$ cat src/uart_pkg.sv
`default_nettype none
package uart_pkg;
    // Oversampling: last sub-bit index per bit time
    localparam logic [3:0] OVS_LO_LAST = 4'hF;
    localparam logic [3:0] OVS_HI_LAST = 4'h3;
    // 16x vote edges 7, 8 and 9 (sub index is edge minus one)
    localparam logic [3:0] VOTE_A = 4'h6;
    localparam logic [3:0] VOTE_B = 4'h7;
    localparam logic [3:0] VOTE_C = 4'h8;
    // 4x: half of a four-tick bit
    localparam logic [3:0] MID_HI = 4'h1;
    localparam logic [3:0] BRK_ZEROS = 4'hC;
    localparam logic [3:0] BITS8 = 4'h8;
    localparam logic [3:0] BITS9 = 4'h9;
    localparam int WORD_W = 9;
    localparam int ENTRY_W = 11;
    localparam int FRAMING_ERROR_FLAG_POS = 9;
    localparam int PARITY_ERROR_FLAG_POS = 10;
    localparam int TX_DEPTH = 2;
    localparam int RX_DEPTH = 4;
    localparam logic [2:0] RX_FULL = 3'h4;
    // Status vector bit positions
    localparam int STAT_AVAIL = 0;
    localparam int STAT_OVR = 1;
    localparam int STAT_FRAMING_ERROR_FLAG = 2;
    localparam int STAT_PARITY_ERROR_FLAG = 3;
    localparam logic [1:0] FMT_8N = 2'h0;
    localparam logic [1:0] FMT_8E = 2'h1;
    localparam logic [1:0] FMT_8O = 2'h2;
    localparam logic [1:0] FMT_9N = 2'h3;
    localparam logic [1:0] TXSEL_LOAD = 2'h0;
    localparam logic [1:0] TXSEL_DONE = 2'h1;
    localparam logic [1:0] TXSEL_EMPTY = 2'h2;

    function automatic logic parity_bit(input logic [7:0] d, input logic odd);
        return (^d) ^ odd;
    endfunction
endpackage
`default_nettype wire

$ cat src/stream_if.sv
`default_nettype none
interface stream_if #(parameter int W = 9) ();
    logic valid;
    logic ready;
    logic [W-1:0] data;
    modport src(output valid, output data, input ready);
    modport snk(input valid, input data, output ready);
endinterface
`default_nettype wire

$ cat src/uart_core.sv
// How it works
// RULE1: Transmit enable counts only after module enable
// RULE2: Enabling transmit raises transmit interrupt flag
// RULE3: Software writes words until buffer full
// RULE4: Break is start, twelve zeros, stop
// RULE5: Dummy write with send-break starts break frame
// RULE6: Send-break self-clears after break stop bit
// RULE7: Software sets break only when shifter empty
// RULE8: Break frame never raises transmit interrupt
// RULE9: Send-break overrides other transmit activity
// RULE10: Shift-empty flag behaves normally during break
// RULE11: Break, dummy write, then sync byte
// RULE12: 16x mode votes samples 7, 8, 9
// RULE13: 4x mode samples once mid-bit
// RULE14: Stop sample moves shifted word to FIFO
// RULE15: Receive FIFO holds four nine-bit words
// RULE16: Fifth word with full FIFO sets overrun
// RULE17: Overrun holds word, blocks transfers and interrupts
// RULE18: Clearing overrun empties the receive FIFO
// RULE19: Low stop bit sets framing error
// RULE20: Parity error reflects head word
// RULE21: Error flags stored beside each word
// RULE22: Errors raise error interrupt when enabled
// RULE23: Select field chooses transmit interrupt event
// RULE24: Data available while FIFO holds words
// RULE25: Output line high between frames
// RULE26: Parity checked with chosen even/odd sense
`default_nettype none
module uart_core import uart_pkg::*; (
    // Clock, reset, clock enable
    input wire logic clock_i,
    input wire logic rst_i,
    input wire logic ce_i,
    // Configuration
    input wire logic module_enable_i,
    input wire logic tx_enable_i,
    input wire logic high_speed_select_i,
    input wire logic [1:0] format_parity_select_i,
    input wire logic stop_count_select_i,
    input wire logic [1:0] tx_irq_select_i,
    input wire logic [15:0] baud_divisor_i,
    input wire logic error_irq_enable_i,
    // Transmit software side
    input wire logic send_break_set_i,
    input wire logic tx_irq_clear_i,
    input wire logic tx_write_i,
    input wire logic [8:0] tx_data_i,
    output logic send_break_o,
    output logic tx_irq_flag_o,
    output logic tx_full_flag_o,
    output logic shift_empty_flag_o,
    // Receive software side
    input wire logic rx_read_i,
    input wire logic overrun_clear_i,
    output logic [8:0] rx_data_o,
    output logic [3:0] rx_status_o,
    output logic rx_irq_o,
    output logic error_irq_o,
    // Serial line
    input wire logic serial_input_line_i,
    output logic serial_output_line_o,
    output logic serial_output_oe_o
);
    typedef enum logic [2:0] {TX_IDLE, TX_START, TX_DATA, TX_PAR, TX_STOP} tx_state_type;
    typedef enum logic [2:0] {RX_IDLE, RX_START, RX_DATA, RX_PAR, RX_STOP} rx_state_type;

    logic [15:0] brg_r, brg_nxt;
    logic tick;
    logic [3:0] last;
    logic fmt9, fmt_par;

    assign tick = module_enable_i && (brg_r == baud_divisor_i);
    assign last = high_speed_select_i ? OVS_HI_LAST : OVS_LO_LAST;
    assign fmt9 = format_parity_select_i == FMT_9N;
    assign fmt_par = format_parity_select_i == FMT_8E || format_parity_select_i == FMT_8O;

    always_comb begin
        brg_nxt = (!module_enable_i || tick) ? 16'h0000 : brg_r + 16'h0001;
    end

    // Transmit
    stream_if #(.W(WORD_W)) txw ();
    stream_if #(.W(WORD_W)) txq ();
    logic [1:0] tx_count;
    tx_state_type tx_state_r, tx_state_nxt;
    logic [8:0] tx_sh_r, tx_sh_nxt;
    logic [3:0] tx_bits_r, tx_bits_nxt, tx_sub_r, tx_sub_nxt;
    logic tx_par_r, tx_par_nxt, tx_stops_r, tx_stops_nxt, tx_brk_r, tx_brk_nxt;
    logic send_break_r, send_break_nxt, tx_irq_r, tx_irq_nxt;
    logic txen_r, txen_nxt, txreq_q_r, line_r, line_nxt;
    logic bit_end, load, frame_end;

    assign txw.valid = tx_write_i && module_enable_i;
    assign txw.data = tx_data_i;
    assign tx_full_flag_o = !txw.ready; // [RULE3]
    assign bit_end = tick && tx_sub_r == last;
    // No load in the cycle that either enable drops, so an aborted frame eats no word
    assign txq.ready = tx_state_r == TX_IDLE && txen_r && module_enable_i && tx_enable_i;
    assign load = txq.valid && txq.ready;
    assign frame_end = tx_state_r == TX_STOP && bit_end && !tx_stops_r;

    word_fifo #(.W(WORD_W), .DEPTH(TX_DEPTH)) tx_buf (
        .clock_i(clock_i),
        .rst_i(rst_i),
        .ce_i(ce_i),
        .flush_i(!module_enable_i),
        .in_s(txw),
        .out_s(txq),
        .count_o(tx_count)
    );

    always_comb begin
        // Enable only latches while the module is already on
        txen_nxt = module_enable_i && tx_enable_i
                   && (txen_r || !txreq_q_r); // [RULE1]
        tx_state_nxt = tx_state_r;
        tx_sh_nxt = tx_sh_r;
        tx_bits_nxt = tx_bits_r;
        tx_par_nxt = tx_par_r;
        tx_stops_nxt = tx_stops_r;
        tx_brk_nxt = tx_brk_r;
        tx_sub_nxt = (tick && tx_state_r != TX_IDLE) ? (bit_end ? 4'h0 : tx_sub_r + 4'h1)
                   : tx_sub_r;
        case (tx_state_r)
            TX_IDLE: begin
                tx_sub_nxt = 4'h0;
                if (load) begin
                    tx_state_nxt = TX_START;
                    // Break takes the dummy word and throws its value away
                    tx_brk_nxt = send_break_r; // [RULE5] [RULE9]
                    tx_sh_nxt = send_break_r ? 9'h000 : txq.data; // [RULE5]
                    tx_bits_nxt = send_break_r ? BRK_ZEROS : (fmt9 ? BITS9 : BITS8); // [RULE4]
                    tx_par_nxt = parity_bit(txq.data[7:0], format_parity_select_i == FMT_8O);
                    tx_stops_nxt = stop_count_select_i && !send_break_r; // [RULE4]
                end
            end
            TX_START: begin
                if (bit_end) tx_state_nxt = TX_DATA;
            end
            TX_DATA: begin
                if (bit_end) begin
                    tx_sh_nxt = {1'b0, tx_sh_r[8:1]};
                    tx_bits_nxt = tx_bits_r - 4'h1;
                    if (tx_bits_r == 4'h1) tx_state_nxt = (!tx_brk_r && fmt_par) ? TX_PAR : TX_STOP;
                end
            end
            TX_PAR: begin
                if (bit_end) tx_state_nxt = TX_STOP;
            end
            TX_STOP: begin
                if (bit_end) begin
                    tx_stops_nxt = 1'b0;
                    if (!tx_stops_r) tx_state_nxt = TX_IDLE;
                end
            end
            default: tx_state_nxt = TX_IDLE;
        endcase
        // Dropping either enable aborts the frame on the same edge
        if (!txen_nxt) begin
            tx_state_nxt = TX_IDLE;
        end
        case (tx_state_nxt)
            TX_START: line_nxt = 1'b0;
            TX_DATA: line_nxt = tx_sh_nxt[0];
            TX_PAR: line_nxt = tx_par_nxt;
            default: line_nxt = 1'b1; // [RULE25]
        endcase
        // Hardware clear loses to a new set in the same cycle
        send_break_nxt = module_enable_i && (send_break_set_i
                         || (send_break_r && !(frame_end && tx_brk_r))); // [RULE6]
        tx_irq_nxt = (txen_nxt && !txen_r) // [RULE2]
                     || (load && !send_break_r && tx_irq_select_i == TXSEL_LOAD) // [RULE23]
                     || (load && !send_break_r && tx_count == 2'h1
                         && tx_irq_select_i == TXSEL_EMPTY) // [RULE23]
                     || (frame_end && !tx_brk_r && !txq.valid
                         && tx_irq_select_i == TXSEL_DONE) // [RULE23] [RULE8]
                     || (tx_irq_r && !tx_irq_clear_i);
    end

    assign send_break_o = send_break_r;
    assign tx_irq_flag_o = tx_irq_r;
    assign shift_empty_flag_o = tx_state_r == TX_IDLE; // [RULE10]
    assign serial_output_line_o = line_r;
    assign serial_output_oe_o = txen_r;

    // Receive
    stream_if #(.W(ENTRY_W)) rxw ();
    stream_if #(.W(ENTRY_W)) rxq ();
    logic [2:0] rx_count;
    rx_state_type rx_state_r, rx_state_nxt;
    logic [8:0] rx_sh_r, rx_sh_nxt, word;
    logic [3:0] rx_cnt_r, rx_cnt_nxt;
    logic rx_pbit_r, rx_pbit_nxt, ovr_r, ovr_nxt;
    logic rx_irq_r, rx_irq_nxt, err_irq_r, err_irq_nxt;
    logic start, strobe, rbit, stop_evt, framing_error_flag, parity_error_flag;

    rx_sampler sampler (
        .clock_i(clock_i),
        .rst_i(rst_i),
        .ce_i(ce_i),
        .run_i(module_enable_i && !ovr_r),
        .active_i(rx_state_r != RX_IDLE),
        .tick_i(tick),
        .high_speed_i(high_speed_select_i),
        .serial_i(serial_input_line_i),
        .start_o(start),
        .strobe_o(strobe),
        .bit_o(rbit)
    );

    // Four entries of data plus both error flags
    word_fifo #(.W(ENTRY_W), .DEPTH(RX_DEPTH)) rx_fifo ( // [RULE15] [RULE21]
        .clock_i(clock_i),
        .rst_i(rst_i),
        .ce_i(ce_i),
        .flush_i(!module_enable_i || (ovr_r && overrun_clear_i)), // [RULE18]
        .in_s(rxw),
        .out_s(rxq),
        .count_o(rx_count)
    );

    assign stop_evt = rx_state_r == RX_STOP && strobe;
    assign word = fmt9 ? rx_sh_r : {1'b0, rx_sh_r[8:1]};
    assign framing_error_flag = !rbit; // [RULE19]
    assign parity_error_flag = fmt_par
                  && parity_bit(word[7:0], format_parity_select_i == FMT_8O) != rx_pbit_r; // [RULE26]
    // Stop sample hands the word over; valid lasts that single cycle
    assign rxw.valid = stop_evt && !ovr_r; // [RULE14] [RULE17]
    assign rxw.data = {parity_error_flag, framing_error_flag, word}; // [RULE21]
    assign rxq.ready = rx_read_i;

    always_comb begin
        rx_state_nxt = rx_state_r;
        rx_sh_nxt = rx_sh_r;
        rx_cnt_nxt = rx_cnt_r;
        rx_pbit_nxt = rx_pbit_r;
        case (rx_state_r)
            RX_IDLE: begin
                if (start) rx_state_nxt = RX_START;
            end
            RX_START: begin
                if (strobe) begin
                    rx_state_nxt = rbit ? RX_IDLE : RX_DATA;
                    rx_cnt_nxt = fmt9 ? BITS9 : BITS8;
                end
            end
            RX_DATA: begin
                if (strobe) begin
                    rx_sh_nxt = {rbit, rx_sh_r[8:1]}; // [RULE14]
                    rx_cnt_nxt = rx_cnt_r - 4'h1;
                    if (rx_cnt_r == 4'h1) rx_state_nxt = fmt_par ? RX_PAR : RX_STOP;
                end
            end
            RX_PAR: begin
                if (strobe) begin
                    rx_pbit_nxt = rbit;
                    rx_state_nxt = RX_STOP;
                end
            end
            RX_STOP: begin
                if (strobe) rx_state_nxt = RX_IDLE;
            end
            default: rx_state_nxt = RX_IDLE;
        endcase
        if (!module_enable_i) begin
            rx_state_nxt = RX_IDLE;
        end
        ovr_nxt = module_enable_i && ((stop_evt && !rxw.ready) // [RULE16]
                                      || (ovr_r && !overrun_clear_i));
        rx_irq_nxt = rxw.valid && rxw.ready; // [RULE17]
        err_irq_nxt = error_irq_enable_i && stop_evt && !ovr_r
                      && (!rxw.ready || framing_error_flag || parity_error_flag); // [RULE22]
    end

    assign rx_data_o = rxq.data[8:0];
    assign rx_status_o[STAT_AVAIL] = rxq.valid; // [RULE24]
    assign rx_status_o[STAT_OVR] = ovr_r;
    assign rx_status_o[STAT_FRAMING_ERROR_FLAG] = rxq.valid && rxq.data[FRAMING_ERROR_FLAG_POS];
    assign rx_status_o[STAT_PARITY_ERROR_FLAG] = rxq.valid && rxq.data[PARITY_ERROR_FLAG_POS]; // [RULE20]
    assign rx_irq_o = rx_irq_r;
    assign error_irq_o = err_irq_r;

    always_ff @(posedge clock_i or posedge rst_i) begin
        if (rst_i) begin
            brg_r <= 16'h0000;
            txen_r <= 1'b0;
            txreq_q_r <= 1'b0;
            tx_state_r <= TX_IDLE;
            tx_sh_r <= 9'h000;
            tx_bits_r <= 4'h0;
            tx_sub_r <= 4'h0;
            tx_par_r <= 1'b0;
            tx_stops_r <= 1'b0;
            tx_brk_r <= 1'b0;
            send_break_r <= 1'b0;
            tx_irq_r <= 1'b0;
            line_r <= 1'b1;
            rx_state_r <= RX_IDLE;
            rx_sh_r <= 9'h000;
            rx_cnt_r <= 4'h0;
            rx_pbit_r <= 1'b0;
            ovr_r <= 1'b0;
            rx_irq_r <= 1'b0;
            err_irq_r <= 1'b0;
        end else if (ce_i) begin
            brg_r <= brg_nxt;
            txen_r <= txen_nxt;
            txreq_q_r <= tx_enable_i;
            tx_state_r <= tx_state_nxt;
            tx_sh_r <= tx_sh_nxt;
            tx_bits_r <= tx_bits_nxt;
            tx_sub_r <= tx_sub_nxt;
            tx_par_r <= tx_par_nxt;
            tx_stops_r <= tx_stops_nxt;
            tx_brk_r <= tx_brk_nxt;
            send_break_r <= send_break_nxt;
            tx_irq_r <= tx_irq_nxt;
            line_r <= line_nxt;
            rx_state_r <= rx_state_nxt;
            rx_sh_r <= rx_sh_nxt;
            rx_cnt_r <= rx_cnt_nxt;
            rx_pbit_r <= rx_pbit_nxt;
            ovr_r <= ovr_nxt;
            rx_irq_r <= rx_irq_nxt;
            err_irq_r <= err_irq_nxt;
        end
    end
endmodule // uart_core
`default_nettype wire

$ cat src/word_fifo.sv
`default_nettype none
module word_fifo import uart_pkg::*; #(
    parameter int W = WORD_W,
    parameter int DEPTH = TX_DEPTH
) (
    // Clock and control
    input wire logic clock_i,
    input wire logic rst_i,
    input wire logic ce_i,
    input wire logic flush_i,
    // Streams
    stream_if.snk in_s,
    stream_if.src out_s,
    // Fill level
    output logic [$clog2(DEPTH+1)-1:0] count_o
);
    localparam int AW = $clog2(DEPTH);
    localparam int CW = $clog2(DEPTH+1);
    logic [W-1:0] mem_r [DEPTH];
    logic [W-1:0] mem_nxt [DEPTH];
    logic [AW-1:0] wp_r, wp_nxt, rp_r, rp_nxt;
    logic [CW-1:0] cnt_r, cnt_nxt;
    logic push, pop;

    assign in_s.ready = cnt_r != CW'(DEPTH);
    assign out_s.valid = cnt_r != '0;
    assign out_s.data = mem_r[rp_r];
    assign count_o = cnt_r;
    assign push = in_s.valid && in_s.ready;
    assign pop = out_s.ready && out_s.valid;

    always_comb begin
        mem_nxt = mem_r;
        wp_nxt = wp_r;
        rp_nxt = rp_r;
        cnt_nxt = cnt_r;
        if (flush_i) begin
            wp_nxt = '0;
            rp_nxt = '0;
            cnt_nxt = '0;
        end else begin
            if (push) begin
                mem_nxt[wp_r] = in_s.data;
                wp_nxt = wp_r + 1'b1;
            end
            if (pop) begin
                rp_nxt = rp_r + 1'b1;
            end
            cnt_nxt = cnt_r + CW'(push) - CW'(pop);
        end
    end

    always_ff @(posedge clock_i or posedge rst_i) begin
        if (rst_i) begin
            mem_r <= '{default: '0};
            wp_r <= '0;
            rp_r <= '0;
            cnt_r <= '0;
        end else if (ce_i) begin
            mem_r <= mem_nxt;
            wp_r <= wp_nxt;
            rp_r <= rp_nxt;
            cnt_r <= cnt_nxt;
        end
    end
endmodule // word_fifo
`default_nettype wire

$ cat src/rx_sampler.sv
`default_nettype none
module rx_sampler import uart_pkg::*; (
    // Clock and control
    input wire logic clock_i,
    input wire logic rst_i,
    input wire logic ce_i,
    input wire logic run_i,
    input wire logic active_i,
    input wire logic tick_i,
    input wire logic high_speed_i,
    // Line
    input wire logic serial_i,
    // Recovered bits
    output logic start_o,
    output logic strobe_o,
    output logic bit_o
);
    logic s1_r, s2_r, s3_r;
    logic level_r, level_nxt, prev_r;
    logic va_r, va_nxt, vb_r, vb_nxt;
    logic [3:0] sub_r, sub_nxt;
    logic [3:0] last;

    assign last = high_speed_i ? OVS_HI_LAST : OVS_LO_LAST;

    always_comb begin
        level_nxt = (s2_r == s3_r) ? s3_r : level_r;
        sub_nxt = sub_r;
        va_nxt = va_r;
        vb_nxt = vb_r;
        if (!active_i) begin
            sub_nxt = 4'h0;
        end else if (tick_i) begin
            sub_nxt = (sub_r == last) ? 4'h0 : sub_r + 4'h1;
            if (sub_r == VOTE_A) va_nxt = level_r; // [RULE12]
            if (sub_r == VOTE_B) vb_nxt = level_r; // [RULE12]
        end
    end

    always_ff @(posedge clock_i or posedge rst_i) begin
        if (rst_i) begin
            s1_r <= 1'b1;
            s2_r <= 1'b1;
            s3_r <= 1'b1;
            level_r <= 1'b1;
            prev_r <= 1'b1;
            va_r <= 1'b1;
            vb_r <= 1'b1;
            sub_r <= 4'h0;
        end else if (ce_i) begin
            s1_r <= serial_i;
            s2_r <= s1_r;
            s3_r <= s2_r;
            level_r <= level_nxt;
            prev_r <= level_r;
            va_r <= va_nxt;
            vb_r <= vb_nxt;
            sub_r <= sub_nxt;
        end
    end

    assign start_o = run_i && !active_i && prev_r && !level_r;
    // Single mid-bit sample in 4x, vote on edges 7..9 in 16x
    assign strobe_o = active_i && tick_i && sub_r == (high_speed_i ? MID_HI : VOTE_C); // [RULE13]
    assign bit_o = high_speed_i ? level_r
                 : (va_r & vb_r) | (va_r & level_r) | (vb_r & level_r); // [RULE12]
endmodule // rx_sampler
`default_nettype wire

$ cat config.mk
export PLATFORM = sky130hd
export DESIGN_NAME = uart_core
export DESIGN_NICKNAME = d
export VERILOG_FILES = /design/src/uart_pkg.sv /design/src/stream_if.sv /design/src/uart_core.sv /design/src/word_fifo.sv /design/src/rx_sampler.sv
export SDC_FILE = /design/constraint.sdc
export NUM_CORES = 1
export LEC_CHECK = 0
export ABC_AREA = 1
export BUFFER_PORTS_ARGS = -buffer_cell sky130_fd_sc_hd__buf_2
export CAP_MARGIN = 20
export CORE_UTILIZATION = 60
export CTS_BUF_LIST = sky130_fd_sc_hd__clkbuf_8
export CTS_CLUSTER_DIAMETER = 40
export DETAILED_ROUTE_END_ITERATION = 10
export GPL_TIMING_DRIVEN = 0
export PLACE_DENSITY_LB_ADDON = 0.08
export REMOVE_ABC_BUFFERS = 1
export SKIP_LAST_GASP = 1
export SLEW_MARGIN = 20
export SYNTH_ARGS = -nofsm -noshare
export SYNTH_HDL_FRONTEND = slang
export SYNTH_SLANG_ARGS = --single-unit
$ cat constraint.sdc
create_clock -name clock_i -period 14.53 [get_ports clock_i]
set_input_delay 2.1795 -clock clock_i [delete_from_list [all_inputs] [get_ports clock_i]]
set_output_delay 2.1795 -clock clock_i [all_outputs]
set_load 0.02 [all_outputs]
==> impl_metrics.toml <==
[outcome]
status = "completed"

[logic_synthesis]
synth-xor-area-share = 0.0260
synthDistinctLibCells = 46
synth_top_area_cell = "dfrtp_1"
async_flop_share = 1.00
synth.most_common_cell = "nand2_1"
yosys-top-cells-count = "nand2_1 (334), dfrtp_1 (140), inv_1 (135)"
ys_seq_area_frac = 0.441
synthCells = 1134
syn-cell-area_sq_um = 8410
ys.flop_type = "dfrtp_1"
synth_compound_area_frac = 0.113
ys_top_cells_by_area = "dfrtp_1 (42%), nand2_1 (15%), o21ai_0 (6.3%), inv_1 (6.0%), nor2_1 (4.6%)"
yosysWarnings = 0
synth_simple_gate_area_frac = 0.293
synth_top_family_by_area = "simple AND/OR/NAND/NOR gates"
ys_seq_elements = 148
synth.area.mux_share = 0.00640
synthDominantCellAreaShare = 0.416
synth-adder-area-share = 0.0292
synth_edf_count = 0
syn_area_per_cell_sq_um = 7.42

[final_layout]
diodes = 0
register_area_sq_um = 3710
design_area_sq_um = 9160
utilization = 0.681
fillers = 1229
syn2layout_area_growth_pct = 8.87
drive_gt1_frac = 0.106
stdcell_count = 1362
multi_input_area_sq_um = 3940
fin_nets = 1235

[placed_design]
gp_congestion = 0.860
dpl-instance-area_sq_um = 8790
hpwl_microns = 12900
io_buffers = 63
placedCellCount = 1330

[drt]
vias = 7354
ant_nets = 0
drtIter0Drc = 604
drc = 0
firstDrtPassIters = 5
vias_per_cell = 5.40
totalWireLength_microns = 19000
wl_per_cell_microns = 14.0

[timing]
rsz0062_at_grt = "false"
max_freq_mhz = 185
worst_pin_slew_ns = 0.952
hold_viol = 0
finalCritPeriodShare = 0.373
slew_violations = 0
setup_viol = 0
relSlewSlack = 0.362
min_period_ns = 5.42
finalSetupTns_ns = 0
fin_skew_ns = 0.00880

[floorplan]
start_util = 0.625
die_w_microns = 120
io_pins = 64
core_area_sq_um = 13500
rows = 42
die_y_microns = 120
die-area_sq_um = 14500

[run]
drv_cap = 0

[clock_network]
cts_buffer_depth = 2
postCtsSetupBuffers = 0
ctsResizeCount = 0
cts_num_sinks = 148
cts.clk_slew.worst_paths_ns = 0.07
root_buffer = "clkbuf_8"
h-tree-depth = 4
clock_latency_ns = 0.45
hold_buffers = 0
tritoncts = "done"
cts_buffers = 17

[global_route]
antenna_found_initial = 0
grt_pass1_vias = 6879
grt_max_degree = 96
gr-total-overflow = 0
grt_pass1_wl_microns = 32600
track_usage = 0.286

[critical_path]
crit_fanout = 41
critPathKind = "in2reg"
r2r_start = "brg_r[14]"
reg2regPathDepth = 19
timing.rr.end = "rx_fifo.count_o[2]"
crit_end = "rx_fifo.mem_r[1]"
setup.worst_path.start_class = "input port"
worstPathArrival_ns = 5.76
crit_required_ns = 14.87
endpoint_kind = "flop"
cp-startpoint = "ce_i"
r2r_slack_ns = 11.35

[min_path]
min_path_type = "reg2reg"
hp-start = "sampler.s3_r"

[pwr]
powerDensity_nw_per_um2 = 118
p_leak_nw = 4.64
ir_worst_vdd_mv = 0.0972
[critical path: stages]
cell      delay [ns]
buf_2           0.59
clkinv_1        1.00
nor2_4          0.85
buf_16          0.24
nand4_1         0.55
nand2_1         0.24
nand2_1         0.08
[cell usage in the layout (no fill, tap or decap), types with 2 or more instances in the layout]
cell type,n
nand2_1,334
inv_1,142
dfrtp_1,140
o21ai_0,106
nor2_1,102
buf_2,63
nand4_1,59
nand3_1,40
a21oi_1,29
ha_1,18
clkbuf_8,18
nor3_1,17
o22ai_1,17
xnor2_1,13
xor2_1,12
dfstp_2,8
inv_2,7
o21ai_1,7
nor2_2,5
o31ai_1,4
a22oi_1,4
clkinv_2,4
nand2_2,3
nor2_4,3
mux2_2,3
nor4_1,2
clkinv_1,2
o211ai_1,2
mux2i_1,2
bufinv_16,2
buf_16,2
[per-layer routing]
| layer | global-route usage | up-vias | routed length [microns] |
|---|---|---|---|
| li1 | - | 3748 | - |
| met1 | 0.384 | 3436 | 8870 |
| met2 | 0.471 | 156 | 9110 |
| met3 | 0.0627 | 14 | 855 |
| met4 | 0.0710 | 0 | 170 |
| met5 | 0 | - | 0 |
[kinds of logic (layout without fill, tap and decap cells)]
family	Yosys count	after routing
fa+ha+maj	19	19
flops	148	148
mux	5	5
simple gates	571	571
buf+inv	190	242
xor+xnor	25	25
compound gates	176	176
[report_power, final]
group / switching (mW) / total (mW) / internal, mW
combinational: 0.191 / 0.289 / 0.0980
sequential: 0.0376 / 0.495 / 0.457
clock: 0.150 / 0.301 / 0.151
[through the flow]
step / worst slack (ns) / total power, mW / hold slack (ns)
6_report: 9.11 / 1.08 / 0.470
5_1_grt: 8.91 / 1.16 / 0.493
4_1_cts: 9.17 / 1.09 / 0.475
3_5_place_dp: 8.70 / 0.790 / 0.461
3_3_place_gp: 6.60 / 0.780 / 0.451
2_1_floorplan: 8.38 / 0.705 / 0.442
[flip-flops by register name, indices dropped and copies added (netlist names), 2 cells and up]
name / cells
brg_r: 16
rx_cnt_r: 4
rx_fifo.count_o: 3
rx_fifo.mem_r: 44
rx_fifo.rp_r: 2
rx_fifo.wp_r: 2
rx_sh_r: 9
rx_state_r: 3
sampler.sub_r: 4
tx_bits_r: 4
tx_buf.count_o: 2
tx_buf.mem_r: 18
tx_sh_r: 9
tx_state_r: 3
tx_sub_r: 4
[cell type report]
class | count | area share
multi-input cells | 796 | 0.430
inverters | 145 | 0.0604
well taps | 176 | 0.0240
clock inverters | 14 | 0.0123
flip-flops and latches | 148 | 0.406
clock buffers | 18 | 0.0271
repair buffers | 65 | 0.0404
[worst min-delay path by stage]
stage / endpoint / cells past startpoint / slack, ns
after CTS: sampler.s3_r / 2 / 0.47
after global routing: serial_output_line_o / 2 / 0.49
after global placement: sampler.s1_r / 2 / 0.45
final: sampler.s3_r / 2 / 0.47
after detailed placement: rx_fifo.mem_r[26] / 2 / 0.46
after floorplan: txreq_q_r / 2 / 0.44
Note: power is estimated with default switching activity, not from simulation.
